`src/ztb_pkg.sv`:
```
// Package for the zero-turnaround burst SRAM command block
package ztb_pkg;

   // Cycle kinds that the command decoder produces
   typedef enum logic [2:0] {
      ZTB_DESEL = 3'b000, // Deselect or continue deselect
      ZTB_READ = 3'b001, // Read with drivers on
      ZTB_DUMMY = 3'b010, // Read with drivers off
      ZTB_WRITE = 3'b011, // Write of at least one lane
      ZTB_ABORT = 3'b100 // Write with no lane
   } ztb_kind_e;

   // Reset values of the state
   localparam logic [1:0] ZTB_CNT_RST = 2'h0;
   localparam logic ZTB_BURST_WR_RST = 1'b0;

   // Burst order encodings of the order select pin
   localparam logic ZTB_ORDER_LINEAR = 1'b0;

   // Command inputs sampled on the rising edge
   typedef struct packed {
      logic select_n;
      logic expansion_select_lo_n;
      logic expansion_select_hi;
      logic advance_or_load_n;
      logic read_write;
   } ztb_cmd_s;

endpackage : ztb_pkg

```
`src/ztb_burst_step.sv`:
```
// Next burst offset in linear or interleaved order
`timescale 1ns/1ps
module ztb_burst_step (
   input wire logic [1:0] start_off,
   input wire logic [1:0] count,
   input wire logic interleave,
   output logic [1:0] offset
);
   import ztb_pkg::*;

   // Offset after count advances from the loaded start
   always_comb begin
      if (interleave) begin
         offset = start_off ^ count;
      end else begin
         offset = 2'(start_off + count);
      end
   end
endmodule : ztb_burst_step

```
`src/ztb_cmd.sv`:
```
// Command decoder and burst control of a zero-turnaround burst SRAM
`timescale 1ns/1ps
module ztb_cmd #(
   parameter int ADDR_W = 18, // Address width of the array
   parameter int LANES = 4, // Byte lanes, 2 or 4
   parameter int LANE_W = 9 // Bits per lane
) (
   input wire logic clock,
   input wire logic rst_b,
   input wire ztb_pkg::ztb_cmd_s cmd,
   input wire logic clock_gate_n,
   input wire logic sleep_request,
   input wire logic output_drive_n,
   input wire logic burst_order,
   input wire logic [ADDR_W-1:0] address,
   input wire logic [LANES-1:0] lane_write_group_n,
   input wire logic [LANES*LANE_W-1:0] data_in,
   output logic [LANES*LANE_W-1:0] data_out,
   output logic data_oe,
   output logic [ADDR_W-1:0] array_addr,
   output logic [LANES-1:0] array_lane_we,
   output logic [LANES*LANE_W-1:0] array_wdata,
   input wire logic [LANES*LANE_W-1:0] array_rdata,
   output ztb_pkg::ztb_kind_e cycle_kind
);
   import ztb_pkg::*;

   // Whole module state in one record
   typedef struct packed {
      logic [ADDR_W-1:0] base; // Loaded external address
      logic [1:0] count; // Burst advance count
      logic burst_wr; // Burst was started as a write
      logic selected; // Last load selected the device
      ztb_kind_e kind; // Kind of the current cycle
      logic oe; // Data pins driven
      logic [LANES*LANE_W-1:0] dout; // Output data
      logic [LANES-1:0] we; // Lane write strobes to array
      logic [LANES*LANE_W-1:0] wdata; // Write data to array
   } ztb_state_s;

   ztb_state_s state_reg; // Registered state
   ztb_state_s state_next; // Next state
   logic [1:0] next_count; // Count for this edge
   logic [1:0] offset; // Burst offset for this edge
   logic sel_now; // All selects true in this cycle
   logic any_lane; // At least one strobe low
   logic [LANES-1:0] lanes_low; // Strobes active high
   logic taken; // Edge neither stalled nor asleep

   // Burst address order, shared by reads and writes
   // order feeds step
   ztb_burst_step u_step (
      .start_off(state_reg.base[1:0]),
      .count(next_count),
      .interleave(burst_order != ZTB_ORDER_LINEAR),
      .offset(offset)
   );

   // Decoded inputs
   always_comb begin
      // Edge acts on the pins only when not gated or asleep
      taken = !clock_gate_n && !sleep_request;
      sel_now = !cmd.select_n && !cmd.expansion_select_lo_n
         && cmd.expansion_select_hi;
      lanes_low = ~lane_write_group_n;
      any_lane = |lanes_low;
      next_count = cmd.advance_or_load_n ? 2'(state_reg.count + 2'h1)
         : ZTB_CNT_RST;
   end

   // Next-state logic
   always_comb begin
      state_next = state_reg;
      // Array strobes last one cycle only
      state_next.we = '0;
      if (sleep_request) begin
         state_next.oe = 1'b0;
      end else if (clock_gate_n) begin
         // stalled write stays off, no write
         state_next.we = '0;
      end else if (!cmd.advance_or_load_n) begin
         state_next.base = address;
         state_next.count = ZTB_CNT_RST;
         state_next.selected = sel_now;
         state_next.burst_wr = !cmd.read_write;
      end else begin
         state_next.count = next_count;
      end
      if (!sleep_request && !clock_gate_n) begin
         if (!state_next.selected) begin
            state_next.kind = ZTB_DESEL;
            state_next.oe = 1'b0;
         end else if (state_next.burst_wr) begin
            state_next.oe = 1'b0;
            state_next.kind = any_lane ? ZTB_WRITE : ZTB_ABORT;
            state_next.we = lanes_low;
            state_next.wdata = data_in;
         end else begin
            // read drives only with control low
            state_next.kind = output_drive_n ? ZTB_DUMMY : ZTB_READ;
            state_next.oe = !output_drive_n;
            state_next.dout = array_rdata;
         end
      end
      if (!rst_b) begin
         state_next.count = ZTB_CNT_RST;
         state_next.burst_wr = ZTB_BURST_WR_RST;
         state_next.selected = 1'b0;
         state_next.kind = ZTB_DESEL;
         state_next.oe = 1'b0;
         state_next.we = '0;
         state_next.base = '0;
         state_next.dout = '0;
         state_next.wdata = '0;
      end
   end

   // State register, synchronous reset folded above
   always_ff @(posedge clock) begin
      state_reg <= state_next;
   end

   // Array address from state_reg and the pins, never from read data, so read data cannot loop back
   always_comb begin
      array_addr = state_reg.base; // Stall or sleep puts out the loaded base address
      if (taken && !cmd.advance_or_load_n) begin
         array_addr = address;
      end else if (taken) begin
         array_addr = {state_reg.base[ADDR_W-1:2], offset};
      end
   end

   // Registered outputs, data_oe also gated by sleep_request
   assign data_out = state_reg.dout;
   assign data_oe = state_reg.oe && !sleep_request;
   assign array_lane_we = state_reg.we;
   assign array_wdata = state_reg.wdata;
   assign cycle_kind = state_reg.kind;

   write_drv_off_a: assert property (
      @(posedge clock) disable iff (!rst_b)
      (state_reg.kind == ZTB_WRITE) |-> !data_oe)
      else $error("data driven during write");
   stall_no_wr_a: assert property (
      @(posedge clock) disable iff (!rst_b)
      clock_gate_n && !sleep_request |=> array_lane_we == '0)
      else $error("write during stall");
   stall_keep_a: assert property (
      @(posedge clock) disable iff (!rst_b)
      clock_gate_n |=> $stable(state_reg.count))
      else $error("count moved in stall");
   stall_read_a: assert property (
      @(posedge clock) disable iff (!rst_b)
      data_oe && clock_gate_n && !sleep_request ##1 !sleep_request
      |-> data_oe)
      else $error("read stall dropped drive");
   sleep_off_a: assert property (
      @(posedge clock) disable iff (!rst_b)
      sleep_request |-> !data_oe ##1 !state_reg.oe)
      else $error("driving in sleep");
   lane_match_a: assert property (
      @(posedge clock) disable iff (!rst_b)
      taken && !cmd.advance_or_load_n && sel_now && !cmd.read_write
      |=> array_lane_we == $past(lanes_low))
      else $error("wrong lanes written");
   desel_off_a: assert property (
      @(posedge clock) disable iff (!rst_b)
      taken && !cmd.advance_or_load_n && !sel_now
      ##1 taken && cmd.advance_or_load_n
      |=> !data_oe && array_lane_we == '0)
      else $error("continue deselect active");
   count_step_a: assert property (
      @(posedge clock) disable iff (!rst_b)
      taken && cmd.advance_or_load_n
      |=> state_reg.count == 2'($past(state_reg.count) + 2'h1))
      else $error("counter did not advance");
   noop_quiet_a: assert property (
      @(posedge clock) disable iff (!rst_b)
      (cycle_kind == ZTB_DUMMY || cycle_kind == ZTB_ABORT)
      |-> !data_oe && array_lane_we == '0)
      else $error("no-op cycle active");
   desel_load_a: assert property (
      @(posedge clock) disable iff (!rst_b)
      taken && !cmd.advance_or_load_n && !sel_now
      |=> cycle_kind == ZTB_DESEL && !state_reg.oe)
      else $error("unselected load acted");
   read_drive_a: assert property (
      @(posedge clock) disable iff (!rst_b)
      taken && !cmd.advance_or_load_n && sel_now && cmd.read_write
      && !output_drive_n |=> state_reg.oe && cycle_kind == ZTB_READ)
      else $error("read did not drive");
   // read with control high is dummy
   read_dummy_a: assert property (
      @(posedge clock) disable iff (!rst_b)
      taken && !cmd.advance_or_load_n && sel_now && cmd.read_write
      && output_drive_n |=> !state_reg.oe && cycle_kind == ZTB_DUMMY)
      else $error("dummy read drove");
   write_kind_a: assert property (
      @(posedge clock) disable iff (!rst_b)
      taken && !cmd.advance_or_load_n && sel_now && !cmd.read_write
      && !(&lane_write_group_n) |=> cycle_kind == ZTB_WRITE)
      else $error("strobed write not a write");
   abort_kind_a: assert property (
      @(posedge clock) disable iff (!rst_b)
      taken && !cmd.advance_or_load_n && sel_now && !cmd.read_write
      && (&lane_write_group_n) |=> cycle_kind == ZTB_ABORT)
      else $error("unstrobed write not aborted");
   write_data_a: assert property (
      @(posedge clock) disable iff (!rst_b)
      taken && !cmd.advance_or_load_n && sel_now && !cmd.read_write
      |=> array_wdata == $past(data_in))
      else $error("wrong write data");
   load_addr_a: assert property (
      @(posedge clock) disable iff (!rst_b)
      taken && !cmd.advance_or_load_n |-> array_addr == address)
      else $error("load address not used");
   load_count_a: assert property (
      @(posedge clock) disable iff (!rst_b)
      taken && !cmd.advance_or_load_n
      |=> state_reg.count == ZTB_CNT_RST)
      else $error("counter not restarted");
   type_kept_a: assert property (
      @(posedge clock) disable iff (!rst_b)
      taken && cmd.advance_or_load_n
      |=> state_reg.burst_wr == $past(state_reg.burst_wr))
      else $error("burst type changed");
   type_load_a: assert property (
      @(posedge clock) disable iff (!rst_b)
      taken && !cmd.advance_or_load_n
      |=> state_reg.burst_wr == !$past(cmd.read_write))
      else $error("burst type not loaded");
   burst_page_a: assert property (
      @(posedge clock) disable iff (!rst_b)
      taken && cmd.advance_or_load_n
      |-> array_addr[ADDR_W-1:2] == state_reg.base[ADDR_W-1:2])
      else $error("burst left its page");
   linear_order_a: assert property (
      @(posedge clock) disable iff (!rst_b)
      taken && cmd.advance_or_load_n && burst_order == ZTB_ORDER_LINEAR
      |-> array_addr[1:0]
      == 2'(state_reg.base[1:0] + state_reg.count + 2'h1))
      else $error("linear burst offset wrong");
   burst_xor_a: assert property (
      @(posedge clock) disable iff (!rst_b)
      taken && cmd.advance_or_load_n && burst_order != ZTB_ORDER_LINEAR
      |-> array_addr[1:0]
      == (state_reg.base[1:0] ^ 2'(state_reg.count + 2'h1)))
      else $error("interleaved burst offset wrong");
   stall_hold_a: assert property (
      @(posedge clock) disable iff (!rst_b)
      clock_gate_n && !sleep_request |=> $stable(state_reg.base)
      && $stable(cycle_kind) && $stable(data_out))
      else $error("stall changed state");
   sleep_hold_a: assert property (
      @(posedge clock) disable iff (!rst_b)
      sleep_request |=> $stable(state_reg.base)
      && $stable(state_reg.count) && array_lane_we == '0)
      else $error("sleep changed state");
   stall_wr_off_a: assert property (
      @(posedge clock) disable iff (!rst_b)
      state_reg.burst_wr && state_reg.selected && clock_gate_n
      && !sleep_request |=> !state_reg.oe)
      else $error("stalled write drove");
   lane_kind_a: assert property (
      @(posedge clock) disable iff (!rst_b)
      array_lane_we != '0 |-> cycle_kind == ZTB_WRITE)
      else $error("lane pulse outside write");
endmodule : ztb_cmd

```
`config.mk`:
```
export PLATFORM = sky130hd
export DESIGN_NAME = ztb_cmd
export DESIGN_NICKNAME = d
export VERILOG_FILES = /design/src/ztb_pkg.sv /design/src/ztb_burst_step.sv /design/src/ztb_cmd.sv
export SDC_FILE = /design/constraint.sdc
export NUM_CORES = 1
export LEC_CHECK = 0
export BUFFER_PORTS_ARGS = -buffer_cell sky130_fd_sc_hd__buf_2
export CORE_MARGIN = 2
export CORE_UTILIZATION = 48
export CTS_CLUSTER_DIAMETER = 50
export DETAILED_ROUTE_END_ITERATION = 6
export GPL_TIMING_DRIVEN = 0
export PLACE_DENSITY = 0.81
export RECOVER_POWER = 50
export SETUP_SLACK_MARGIN = 0.5
export SLEW_MARGIN = 20
export SYNTH_ARGS = -nofsm -noshare
export SYNTH_HDL_FRONTEND = slang
export SYNTH_SLANG_ARGS = --single-unit
```
`constraint.sdc`:
```
create_clock -name clock -period 1.95 [get_ports clock]
set_clock_uncertainty 0.05 [all_clocks]
set_input_delay 0.195 -clock clock [delete_from_list [all_inputs] [get_ports clock]]
set_output_delay 0.195 -clock clock [all_outputs]
set_load 0.02 [all_outputs]
```
==> summary.md <==
| Metric | Value |
|---|---|
| Remaining global-route overflow | `0` |
| TritonCTS clock tree | `done` |
| Drt wl/cell | `13.4 µm` |
| First-pass GRT wire length | `17800 µm` |
| Violation count after the first detailed-route iteration | `63` |
| Setup crit start kind | `primary input` |
| Largest family of logic cells by synthesized area | `multiplexers` |
| Sw Pwr | `0.989 mW` |
| RSZ-0062 raised after global routing | `yes` |
| Sw Share | `0.260` |
| Max-slew violations | `0` |
| Mux share of post-synthesis cell area | `0.199` |
| Async SR Flop Fraction | `0` |
| Hold Vio Cnt, Final | `0` |
| GRT Resource Usage Total | `0.213` |
| Hold crit path type | `primary input to register` |
| IO Count | `203` |
| CP required | `1.70 ns` |
| Relative slew margins | `0.571` |
| CTS buffer count | `9` |
| Power Internal | `2.81 mW` |
| Synth Area in Compound Gates | `0.0259` |
| Largest net degree at the start of global routing | `18` |
| Number of global-route vias before repair | `3985` |
| Power Density | `581 mW/mm²` |
| CP arrival | `1.68 ns` |
| Mapped Cells | `515` |
| Via/cell ratio | `4.58` |
| Max Fclk | `519 MHz` |
| Post-synth top area share | `0.432` |
| Clk buf depth | `2` |
| Pleak | `2.88 nW` |
| CP Max Fanout | `5` |
| Row cnt | `36` |
| Clock Sinks | `102` |
| Total negative slack | `0 ns` |
| Die Wd | `103 µm` |
| Final Power | `3.80 mW` |
| Synth Area in Simple Gates | `0.176` |
| Dominant synthesized flop cell | `dfxtp_1` |
| Period utilization | `0.988` |
| Fin nets | `858` |
| Clk_lat worst skew | `0.36 ns` |
| Post-Syn Area | `0.00473 mm²` |
| DP Wirelength | `8440 µm` |
| Post-synth EDFFs | `0` |
| Flop pwr share | `0.556` |
| DRT Pass-1 Iters | `4` |
| Final RePlAce weighted congestion | `0.729` |
| Syn Nets | `621` |
| CTS HTree Levels | `3` |
| Detailed Route WL | `11900 µm` |
| DRT antenna net count | `0` |
| Starting Density | `0.488` |
| Post-DP Area | `0.00598 mm²` |
| Synth Area in XOR/XNOR | `0.00371` |
| Share of layout cells above drive strength 1 | `0.353` |
| Area leader, netlist | `dfxtp_1` |
| Core area | `0.00968 mm²` |
| Final Setup Violations | `0` |
| Vias | `4072` |
| Detailed-route DRC error count | `0` |
| CP endpoint kind | `primary output` |
| Initial antenna violation count | `0` |
| Synth unique cells | `35` |
| Final Non-Filler Cells | `890` |
| Comb power frac | `0.124` |
| I/O Buffers | `200` |
| Diode count | `0` |
| Die H | `103 µm` |
| Ranking of synthesized cells by area | `dfxtp_1 (43%), mux2i_1 (16%), buf_4 (14%), nand2_1 (12%), mux2_2 (3.8%)` |
| MaxCap Viol Count | `0` |
| Clock network fraction of total power | `0.320` |
| Peak supply drop | `0.000321 V` |
| Syn Area/Cell | `9.18 µm²` |
| Synth warn | `0` |
| Final Cell Area | `0.00654 mm²` |
| Post-synthesis adder-cell area fraction | `0.00265` |
| Post-synthesis sequential area ratio | `0.432` |
| Dpl cells | `848` |
| Critical path class | `primary input to primary output` |
| Post-layout minimum cycle time | `1.93 ns` |
| Root Driver | `clkbuf_8` |
| Layout area overhead | `38.5%` |
| Seq cells post-synth | `102` |
| Clk slew on worst S/H paths | `0.10 ns` |
| Status | `finished, final reports clean` |
| DIE AREA | `0.0107 mm²` |
| Worst slew pin tran | `0.644 ns` |
==> cells in the mapped netlist (2+ instances only) <==
cell type / instances
a21boi_0: 2
a22oi_1: 2
a32o_1: 3
and2_1: 17
buf_4: 85
buf_6: 3
clkbuf_1: 20
dfxtp_1: 102
inv_1: 2
mux2_2: 16
mux2i_1: 76
nand2_1: 151
nand2b_1: 2
nor2_1: 6
nor2_4: 2
nor2b_1: 6
o21ai_0: 2
==> worst paths after layout <==
kind | start | endpoint | slack, ns | cells after the start
worst max-delay path | clock_gate_n | array_addr[6] | 0.02 | 6
worst min register to register | state_reg[80] | state_reg[80] | 0.40 | 2
worst min-delay path | data_in[1] | array_wdata[1] | 0.02 | 3
worst max register to register | state_reg[80] | data_out[3] | 0.41 | 7
==> metrics by stage <==
stage | hold slack (ns) | util | setup WS (ns)
after floorplan | 0.217 | - | 0.386
after global placement | 0.321 | 0.617 | -0.0211
after detailed placement | 0.339 | 0.617 | -0.0900
after CTS | 0.00106 | 0.675 | 0.0113
after global routing | -0.00699 | 0.676 | -0.0356
final | 0.0200 | 0.676 | 0.0227
==> metal layers <==
layer | GRT usage | wire length (µm) | vias up
met1 | 0.242 | 4730 | 1890
met3 | 0.0437 | 610 | 14
met5 | 0 | 0 | -
met2 | 0.393 | 6390 | 115
met4 | 0.0779 | 166 | 0
li1 | - | - | 2053
==> power groups by stage <==
stage / clock network [mW] / registers, mW / logic, mW
CTS: 1.25 / 2.11 / 0.470
floorplan: 0 / 2.16 / 0.225
detailed placement: 0 / 2.16 / 0.399
global route: 1.34 / 2.12 / 0.517
global placement: 0 / 2.16 / 0.388
finish: 1.22 / 2.11 / 0.473
==> layout by cell type, fill, tap and decap left out, types with 6 or more instances in the layout <==
cell,synthesis,final
and2_1,17,15
buf_2,1,103
buf_4,85,91
buf_6,3,19
buf_8,0,7
clkbuf_1,20,101
clkbuf_8,0,9
dfxtp_1,102,101
dlygate4sd3_1,0,10
mux2_1,0,6
mux2_4,0,10
mux2i_1,76,74
nand2_1,151,151
nor2_1,6,6
==> worst max-delay path: stages <==
cell,delay (ns)
buf_8,0.10
or3_4,0.37
clkbuf_1,0.22
clkbuf_1,0.29
mux2_4,0.37
buf_6,0.13
==> final cells by class <==
class,count,area [µm²]
Clock inverter,6,48.8
Sequential cell,102,2050
Inverter,2,7.51
Fill cell,795,3140
Multi-Input combinational cell,302,2040
Timing Repair Buffer,226,1300
Clock buffer,10,128
Buffer,109,806
Tap cell,133,166
==> what timing repair did <==
action                     4_1_cts  5_1_grt
setup endpoints to repair       95       69
cloned                           1        1
hold endpoints to repair         9        0
pin swaps                        6        5
hold buffers                    10        0
setup buffers                   11        3
resized for setup               51       26
==> kinds of logic (layout without fill, tap and decap cells) <==
logic type                 after synthesis  after routing
xor gates and xnor gates                 2              2
buffers and inverters                  111            353
muxes                                   92             92
adders and majority gates                1              1
AOI/OAI and AO/OA                       16             16
and+or+nand+nor                        191            191
DFF                                    102            102
Note: power is estimated with default switching activity, not from simulation.
